**src/common/cfs_cfg.svh**
```systemverilog
// Timing counts and step figures for the card fault supervisor.
// Assumes a 100 MHz system clock; included by bare name.
`ifndef CFS_CFG_SVH
`define CFS_CFG_SVH

// System clock period in ns
`define CFS_CLK_PERIOD_NS 32'h0000_000A
// Presence debounce time in ns, and the same in low-rate oscillator periods
`define CFS_DEB_TIME_NS 32'h003D_CC50
`define CFS_DEB_OSC_PERIODS 32'h0000_0500
// Clock cycles per low-rate oscillator period, derived from the debounce time
`define CFS_OSC_LOW_DIV (`CFS_DEB_TIME_NS / `CFS_DEB_OSC_PERIODS / `CFS_CLK_PERIOD_NS)
// Clock cycles per high-rate oscillator period, T/64 of the sequencer
`define CFS_OSC_HIGH_DIV 16'h0020
// Deactivation step gaps in T/64 ticks: 3T/64, then T/2 each
`define CFS_STEP_RST 7'h03
`define CFS_STEP_HALF_T 7'h20

`endif

```
**src/common/cfs_pkg.sv**
```systemverilog
// Types shared by the card fault supervisor modules.
// Assumes the constants of cfs_cfg.svh.
`default_nettype none

package cfs_pkg;

   typedef struct packed {
      logic sessReqN;
      logic cardPresN;
      logic chipSel;
      logic en5v3vN;
      logic en18vN;
      logic overCurrent;
      logic overTemp;
      logic convLow;
      logic intfLow;
      logic regLow;
   } cfs_pins_t;

   typedef struct packed {
      logic rstEn;
      logic clkEn;
      logic ioEn;
      logic vccEn;
   } cfs_card_t;

   typedef enum logic [5:0] {
      SEQ_IDLE = 6'b00_0001,
      SEQ_ACTIVE = 6'b00_0010,
      SEQ_WAIT_RST = 6'b00_0100,
      SEQ_WAIT_CLK = 6'b00_1000,
      SEQ_WAIT_IO = 6'b01_0000,
      SEQ_WAIT_VCC = 6'b10_0000
   } cfs_seq_t;

   typedef struct packed {
      logic [15:0] div;
      logic [10:0] cnt;
      logic present;
   } cfs_deb_st_t;

   typedef struct packed {
      cfs_pins_t s1;
      cfs_pins_t s2;
      cfs_pins_t hold;
      cfs_seq_t seq;
      logic done;
      logic [15:0] hiDiv;
      logic [6:0] step;
      logic faultLatched;
      logic fpN;
      logic fpOe;
      logic convLowPrev;
      logic porPulse;
      logic deactStart;
      cfs_card_t card;
   } cfs_sup_st_t;

endpackage
`default_nettype wire

```
**src/logic/cfs_supervisor.sv**
```systemverilog
// Card fault supervisor: fault monitors, presence status pin, emergency deactivation.
// Assumes pin and comparator inputs are asynchronous; fault inputs are active high.
`timescale 1ns/1ps
`default_nettype none
`include "cfs_cfg.svh"

module cfs_supervisor #(
   parameter logic [15:0] OSC_LOW_DIV = 16'(`CFS_OSC_LOW_DIV),
   parameter logic [10:0] DEB_PERIODS = 11'(`CFS_DEB_OSC_PERIODS)
) (
   // Clock and reset
   input wire logic sys_clk,
   input wire logic rst,
   // Host and card pins, monitor comparators
   input wire cfs_pkg::cfs_pins_t pins,
   // Status pin toward host
   output logic faultPresenceN,
   output logic faultPresenceOe,
   // Card contact enables and events
   output cfs_pkg::cfs_card_t card,
   output logic deactStart,
   output logic porPulse
);

   localparam cfs_pkg::cfs_pins_t PINS_IDLE = '{sessReqN: 1'b1, cardPresN: 1'b1, chipSel: 1'b1,
      en5v3vN: 1'b1, en18vN: 1'b1, default: 1'b0};

   cfs_pkg::cfs_sup_st_t st;
   cfs_pkg::cfs_sup_st_t next_st;
   logic dbPresent;
   logic anyFault;
   logic sessionLow;
   logic deep;
   logic hiTick;

   function automatic logic stepDone(input logic [6:0] step, input logic [6:0] gap);
      stepDone = (step == 7'(gap - 7'h01));
   endfunction

   cfs_debounce #(
      .OSC_LOW_DIV(OSC_LOW_DIV),
      .DEB_PERIODS(DEB_PERIODS)
   ) u_debounce (
      .sys_clk(sys_clk),
      .rst(rst),
      .cardPresN(st.s2.cardPresN),
      .present(dbPresent)
   );

   // Removal counts at once since debounce drops presence without delay
   assign anyFault = st.s2.overCurrent | st.s2.overTemp | st.s2.convLow | st.s2.intfLow | st.s2.regLow
      | !dbPresent;
   assign sessionLow = !st.hold.sessReqN;
   assign deep = st.hold.sessReqN & !st.hold.en5v3vN & !st.hold.en18vN & (st.seq == cfs_pkg::SEQ_IDLE);
   assign hiTick = (st.hiDiv == 16'(`CFS_OSC_HIGH_DIV - 16'h0001));

   assign faultPresenceN = st.fpN;
   assign faultPresenceOe = st.fpOe;
   assign card = st.card;
   assign deactStart = st.deactStart;
   assign porPulse = st.porPulse;

   always_comb begin
      next_st = st;
      next_st.s1 = pins;
      next_st.s2 = st.s1;
      // Host controls frozen while deselected
      next_st.hold = st.s2.chipSel ? st.s2 : st.hold;
      next_st.fpOe = st.s2.chipSel;
      next_st.deactStart = 1'b0;
      next_st.convLowPrev = st.s2.convLow;
      next_st.porPulse = st.s2.convLow & !st.convLowPrev & st.hold.sessReqN;
      next_st.hiDiv = 16'h0000;
      // Fault memory: set can only occur while the clear term is false
      if (sessionLow && anyFault) begin
         next_st.faultLatched = 1'b1;
      end else if (st.hold.sessReqN) begin
         next_st.faultLatched = 1'b0;
      end
      if (deep) begin
         next_st.fpN = !st.s2.cardPresN;
      end else if (sessionLow) begin
         next_st.fpN = !(anyFault || st.faultLatched);
      end else begin
         // Supply monitors ignored here: card is unpowered
         next_st.fpN = dbPresent;
      end
      case (st.seq)
         cfs_pkg::SEQ_IDLE: begin
            next_st.done = 1'b0;
            if (sessionLow && !st.done) begin
               next_st.seq = cfs_pkg::SEQ_ACTIVE;
               next_st.card = '{default: 1'b1};
            end else if (!sessionLow) begin
               // Host must raise session request before a new session
               next_st.done = 1'b0;
            end else begin
               next_st.done = 1'b1;
            end
         end
         cfs_pkg::SEQ_ACTIVE: begin
            if (st.hold.sessReqN || anyFault) begin
               next_st.seq = cfs_pkg::SEQ_WAIT_RST;
               next_st.step = 7'h00;
               next_st.deactStart = 1'b1;
            end
         end
         cfs_pkg::SEQ_WAIT_RST,
         cfs_pkg::SEQ_WAIT_CLK,
         cfs_pkg::SEQ_WAIT_IO,
         cfs_pkg::SEQ_WAIT_VCC: begin
            next_st.hiDiv = hiTick ? 16'h0000 : 16'(st.hiDiv + 16'h0001);
            if (hiTick) begin
               next_st.step = 7'(st.step + 7'h01);
               if (st.seq == cfs_pkg::SEQ_WAIT_RST && stepDone(st.step, `CFS_STEP_RST)) begin
                  next_st.card.rstEn = 1'b0;
                  next_st.step = 7'h00;
                  next_st.seq = cfs_pkg::SEQ_WAIT_CLK;
               end else if (st.seq == cfs_pkg::SEQ_WAIT_CLK && stepDone(st.step, `CFS_STEP_HALF_T)) begin
                  next_st.card.clkEn = 1'b0;
                  next_st.step = 7'h00;
                  next_st.seq = cfs_pkg::SEQ_WAIT_IO;
               end else if (st.seq == cfs_pkg::SEQ_WAIT_IO && stepDone(st.step, `CFS_STEP_HALF_T)) begin
                  next_st.card.ioEn = 1'b0;
                  next_st.step = 7'h00;
                  next_st.seq = cfs_pkg::SEQ_WAIT_VCC;
               end else if (st.seq == cfs_pkg::SEQ_WAIT_VCC && stepDone(st.step, `CFS_STEP_HALF_T)) begin
                  next_st.card.vccEn = 1'b0;
                  next_st.step = 7'h00;
                  next_st.seq = cfs_pkg::SEQ_IDLE;
                  // No re-activation until session request has been high
                  next_st.done = sessionLow;
               end
            end
         end
         default: begin
            next_st.seq = cfs_pkg::SEQ_IDLE;
            next_st.card = '0;
         end
      endcase
   end

   always_ff @(posedge sys_clk) begin
      if (rst) begin
         st <= '{s1: PINS_IDLE, s2: PINS_IDLE, hold: PINS_IDLE, seq: cfs_pkg::SEQ_IDLE, fpOe: 1'b1, default: '0};
      end else begin
         st <= next_st;
      end
   end
endmodule
`default_nettype wire

```
**src/logic/cfs_debounce.sv**
```systemverilog
// Card presence debounce on the low-rate internal oscillator.
// Assumes cardPresN is already synchronised to sys_clk.
`timescale 1ns/1ps
`default_nettype none
`include "cfs_cfg.svh"

module cfs_debounce #(
   parameter logic [15:0] OSC_LOW_DIV = 16'(`CFS_OSC_LOW_DIV),
   parameter logic [10:0] DEB_PERIODS = 11'(`CFS_DEB_OSC_PERIODS)
) (
   // Clock and reset
   input wire logic sys_clk,
   input wire logic rst,
   // Presence
   input wire logic cardPresN,
   output logic present
);

   cfs_pkg::cfs_deb_st_t st;
   cfs_pkg::cfs_deb_st_t next_st;
   logic tick;

   assign tick = (st.div == 16'(OSC_LOW_DIV - 16'h0001));
   assign present = st.present;

   always_comb begin
      next_st = st;
      next_st.div = tick ? 16'h0000 : 16'(st.div + 16'h0001);
      if (cardPresN) begin
         // Removal is taken at once, no filtering
         next_st.cnt = 11'h000;
         next_st.present = 1'b0;
      end else if (!st.present && tick) begin
         next_st.cnt = 11'(st.cnt + 11'h001);
         if (st.cnt == 11'(DEB_PERIODS - 11'h001)) begin
            next_st.present = 1'b1;
         end
      end
   end

   always_ff @(posedge sys_clk) begin
      if (rst) begin
         st <= '0;
      end else begin
         st <= next_st;
      end
   end
endmodule
`default_nettype wire

```
**config.mk**
```make
export PLATFORM = sky130hd
export DESIGN_NAME = cfs_supervisor
export DESIGN_NICKNAME = d
export VERILOG_FILES = /design/src/common/cfs_pkg.sv /design/src/logic/cfs_supervisor.sv /design/src/logic/cfs_debounce.sv
export VERILOG_INCLUDE_DIRS = /design/src /design/src/common
export SDC_FILE = /design/constraint.sdc
export NUM_CORES = 1
export LEC_CHECK = 0
export BUFFER_PORTS_ARGS = -buffer_cell sky130_fd_sc_hd__clkbuf_2
export CAP_MARGIN = 10
export CORE_AREA = 2 2 86 80
export DETAILED_ROUTE_END_ITERATION = 16
export DIE_AREA = 0 0 88 82
export GPL_ROUTABILITY_DRIVEN = 0
export GPL_TIMING_DRIVEN = 0
export PLACE_DENSITY = 0.85
export SLEW_MARGIN = 20
export SYNTH_ARGS = -nofsm -noshare
export SYNTH_HDL_FRONTEND = slang
export SYNTH_SLANG_ARGS = --single-unit
```
**constraint.sdc**
```tcl
create_clock -name sys_clk -period 6.3 [get_ports sys_clk]
set_clock_uncertainty 0.2 [all_clocks]
set_input_delay 1.26 -clock sys_clk [delete_from_list [all_inputs] [get_ports sys_clk]]
set_output_delay 1.26 -clock sys_clk [all_outputs]
set_load 0.02 [all_outputs]
```
==> results.toml, run 1 <==
[worst_setup_path]
required_ns = 6.35
worst_setup_path_end_kind = "flop"
cp_top_family = "buffers and inverters"
cpPeakStageDelay_ns = 0.41
crit_top_cell = "clkbuf_1"
slowest_stage = "clkbuf_1"
crit_buf_inv = 3
arrival_ns = 2.48
cp-start-kind = "input port"
cp_max_fo = 10
worstPathCellList = "clkbuf_1 -> or2b_1 -> clkbuf_1 -> clkbuf_1 -> nor2_1"
critPathKind = "in2reg"

[clock_network]
clock_sinks = 91
clk_latency_ns = 0.37
clkTransAtPathRegs_ns = 0.10
hold_buffers = 0
cts_buffer_depth = 2
cts-root-buf = "clkbuf_8"
cts_resized = 0
post-cts-setup-buffers = 0
htreeDepth = 3
cts_made_buffers = 9
cts_tree = "done"

[logic_synthesis]
netlist_instances = 438
synth_compound_gate_area_share_pct = 8.45
ys_seq_area_share_pct = 45.7
ys_warn_count = 0
synth_top_family_by_area = "simple AND/OR/NAND/NOR gates"
syn_area_per_cell_um2 = 9.10
yosys.area_share.simple_pct = 30.4
synth-xor-area-share_pct = 8.13
netlist_area_um2 = 3990
synth-seq-cells = 91
muxShareOfSynthArea_pct = 1.29
synth_adder_area_share_pct = 1.57
synth-edff-count = 0
synth.distinct_cells = 59
syn_nets = 455
synth-async-reset-ratio_pct = 0
ys.flop_type = "dfxtp_1"

[finish]
instances_no_fill = 562
diodes = 0
stdcell_area_um2 = 4380
syn_to_final_growth_pct = 9.95
final_core_util_pct = 69.1
drive_above_1_share_pct = 16.5
layout_commonest_cell = "dfxtp_1"
mostFrequentLayoutCells = "91 x dfxtp_1, 58 x nor2_1, 26 x nand3_1, 26 x nand2_1, 21 x xor2_1"
nNetsFinal = 484

[routing]
top_layer = "met4"
wl_met1_mm = 3.32
wl_per_cell_um = 12.8
wl_met3_um = 270
wl_met2_mm = 3.45
drtPass1Iterations = 4
vias_per_cell = 5.41
drtIter0Drc = 103
postRouteWirelength_mm = 7.18
postRouteAntennaNets = 0
via_count = 3039
drcViolationCount = 0

[timing]
rsz0062_at_grt = "no"
timing.slew.headroom_pct = 66.8
period_share_pct = 38.7
slew_violations = 0
tns_ns = 0
setup_viol = 0
fmax_ghz = 0.410
fin_crit_ns = 2.44
tightest_slew_ns = 0.491
hold_violations = 0

[outcome]
status = "finished, final reports clean"

[power_and_ir_drop]
power.leakage_nw = 1.64
ir_drop_uv = 255
power_density_nw_per_um2 = 269

[job]
maxCapViolCount = 0

[floorplan]
initial_core_util_pct = 62.8
row_count = 28
coreArea_um2 = 6340
dieArea_um2 = 7220
die_x_um = 88
die_h_um = 82
io_pins = 20

[placement]
dp_hpwl_mm = 5.28
dp_cells = 546
post_dp_cell_area_um2 = 4190
port-buffer-count = 18

[global_routing]
grt_use_total_pct = 21.7
antenna_found_initial = 0
grt_max_degree = 19
grt_pass1_vias = 2756
grt_overflow = 0
grt_pass1_wl_mm = 12.2

[hold_path]
hp-class = "reg2reg"
## power by group
part           internal, W  leakage (nW)  switching, W
logic            0.0000755         0.807      0.000107
registers         0.000600         0.740     0.0000178
clock network     0.000154        0.0955      0.000225
## area by class of cell
type,count,area (um2)
plain buffers,23,131
well taps,90,113
clock buffers,9,124
multi-input cells,312,1990
flip-flops and latches,91,1820
fillers,502,1960
repair buffers,18,90.1
inverters,12,45.0
clock inverters,7,70.1
## state kept, by name (all words and copies together) (netlist names)
| name | count |
|---|---|
| deactStart | 1 |
| u_debounce.st | 27 |
| faultPresenceOe | 1 |
| faultPresenceN | 1 |
| u_debounce.present | 1 |
| st | 43 |
| card | 4 |
| porPulse | 1 |
| next_st | 12 |
## layer usage
layer  track usage [%]  vias to the layer above
li1                  -                     1554
met1              26.7                     1415
met2              36.4                       57
met3              4.92                       13
met4              10.0                        0
met5                 0                        -
## metrics by stage
stage,hold WS [ns],power [W],setup slack (ns)
final,0.213,0.00118,3.86
after global routing,0.229,0.00123,3.75
after CTS,0.216,0.00119,3.85
after detailed placement,0.197,0.000812,3.48
after global placement,0.193,0.000806,3.50
after floorplan,0.189,0.000769,3.86
## logic make-up (layout without fill, tap and decap cells)
logic type / Yosys count / in the layout
buf+inv: 35 / 69
xor+xnor: 37 / 37
flops: 91 / 91
simple gates: 218 / 218
fa+ha+maj: 5 / 5
mux: 5 / 5
compound gates: 47 / 47
## path summary, 6_finish.rpt
check	from	endpoint	slack (ns)	cells past startpoint
setup / recovery	rst	u_debounce.st[18]	3.86	5
hold / removal	next_st[56]	st[56]	0.21	1
setup reg to reg	st[14]	st[37]	3.92	6
hold reg to reg	next_st[56]	st[56]	0.21	1
## Yosys cell counts, drive strengths merged, types with 11 or more instances
cell	number	area share [%]
a21oi	11	1.4
and3	13	2.0
buf	13	2.3
dfxtp	91	46
inv	12	1.1
nand2	26	2.4
nand3	26	3.3
nand4	12	2.0
nor2	61	6.1
nor2b	16	2.5
or2	14	2.2
xnor2	16	3.5
xor2	21	4.6
(Power assumes the default switching activity.)
==> run 2: changes to the inputs <==
CORE_AREA = 2 2 89 83   (was 2 2 86 80)
DIE_AREA = 0 0 91 85   (was 0 0 88 82)
PLACE_DENSITY = 0.8   (was 0.85)
clock period = 2.3 ns   (was 6.3 ns; I/O delays follow)
==> results.toml, run 2 (synthesis results as in run 1) <==
[finish]
layout_commonest_cell = "dfxtp_1"
largest_reg_flops = 43
drive_above_1_share_pct = 21.1
nNetsFinal = 490
mostFrequentLayoutCells = "85 x dfxtp_1, 57 x nor2_1, 26 x nand2_1"
top_register = "st"
syn_to_final_growth_pct = 14.8
stdcell_area_um2 = 4570
diodes = 0

[global_routing]
grt_pass1_wl_mm = 12.9
grt_overflow = 0
grt_use_total_pct = 20.7
grt_pass1_vias = 2864
antenna_found_initial = 0
grt_max_degree = 16

[floorplan]
initial_core_util_pct = 58.4
die_x_um = 91
coreArea_um2 = 6820
die_h_um = 85
row_count = 29
io_pins = 20
dieArea_um2 = 7740

[clock_network]
cts_made_buffers = 9
clkTransAtPathRegs_ns = 0.09
clock_sinks = 91
cts_tree = "done"
cts_buffer_depth = 2
htreeDepth = 3
cts-root-buf = "clkbuf_8"
clk_latency_ns = 0.35

[routing]
wl_met3_um = 298
via_count = 3084
postRouteWirelength_mm = 7.83
postRouteAntennaNets = 0
vias_per_cell = 5.40
drtIter0Drc = 143
wl_met2_mm = 3.90
wl_met1_mm = 3.55
drcViolationCount = 0
wl_per_cell_um = 13.7
drtPass1Iterations = 4
top_layer = "met4"

[power_and_ir_drop]
total_power_w = 0.00338
ir_drop_uv = 423
power_density_nw_per_um2 = 738
power.leakage_nw = 1.70

[hold_path]
hp-class = "in2reg"
min_path_cells = 2
worstHoldEndpoint = "next_st[55]"
hp-start = "pins[5]"

[timing]
fmax_ghz = 0.445
slew_violations = 0
hold_violations = 0
period_share_pct = 97.6
fin_crit_ns = 2.25
holdWs_ns = 0.0878
timing.slew.headroom_pct = 68.7
finalWorstSetupSlack_ns = 0.0549
tns_ns = 0
tightest_slew_ns = 0.462
rsz0062_at_grt = "yes"
setup_viol = 0

[worst_setup_path]
r2r-end = "st[10]"
required_ns = 2.35
reg2reg_depth = 8
slowest_stage = "or4b_1"
cpPeakStageDelay_ns = 0.58
worst_setup_path_end_kind = "flop"
r2r_slack_ns = 0.05
arrival_ns = 2.29
cp_top_family = "simple AND/OR/NAND/NOR gates"
cp-start-kind = "flop"
crit_top_cell = "a21oi_1"
cp_max_fo = 10
worstPathCellList = "buf_2 -> or4b_1 -> o22ai_1 -> a21oi_1 -> nor2_2 -> buf_6 -> a21oi_1 -> a21o_1"
timing.rr.start = "st[36]"
crit_buf_inv = 2
critPathKind = "reg2reg"

[outcome]
status = "finished, final reports clean"

[placement]
post_dp_cell_area_um2 = 4190
dp_hpwl_mm = 5.25
dp_slack_ns = -0.0362
port-buffer-count = 18

[job]
maxCapViolCount = 0
-- run 2: cell types whose count changed in the layout (fill, tap and decap cells not counted), sizes merged --
cell and change:
clkbuf +2, clkinvlp -1, bufinv +2, buf +5
inv -2
-- run 2: timing repair --
item | 4_1_cts | 5_1_grt
gates resized for setup | 6 | 21
pin swaps | 1 | 3
setup endpoints to repair | 13 | 42
buffers inserted | 1 | 5
hold buffers | 0 | 0
-- run 2: report_power, final --
part / switching (W) / internal [W]
Clock: 0.000552 / 0.000617
Sequential: 0.0000526 / 0.00164
Combinational: 0.000296 / 0.000216
Total: 0.000901 / 0.00248
-- run 2: metrics by stage --
step / utilization, % / instances
after floorplan: - / 438
after global placement: 61.4 / 549
after detailed placement: 61.4 / 549
after CTS: 64.9 / 566
after global routing: 67.1 / 571
final: 67.1 / 571
-- run 2: layer usage --
layer	track usage, %	vias up
met4	7.02	0
met5	0	-
met2	33.9	62
li1	-	1568
met3	5.33	6
met1	26.8	1448
-- run 2: worst max-delay path by stage --
stage | start | endpoint | slack (ns) | depth (start not counted)
after global placement | u_debounce.st[12] | u_debounce.st[17] | 0.02 | 7
after floorplan | st[14] | st[37] | 0.15 | 6
final | st[36] | st[10] | 0.05 | 8
after detailed placement | u_debounce.st[12] | u_debounce.st[11] | -0.04 | 7
after CTS | st[11] | st[37] | 0.002 | 7
after global routing | st[17] | st[37] | -0.02 | 8
-- run 2: final cells by class --
class / instances / area (um2)
Tap cell: 93 / 116
Multi-Input combinational cell: 312 / 2090
Fill cell: 576 / 2250
Buffer: 23 / 139
Clock buffer: 10 / 128
Timing Repair Buffer: 24 / 135
Inverter: 12 / 45.0
Clock inverter: 6 / 87.6
Sequential cell: 91 / 1830
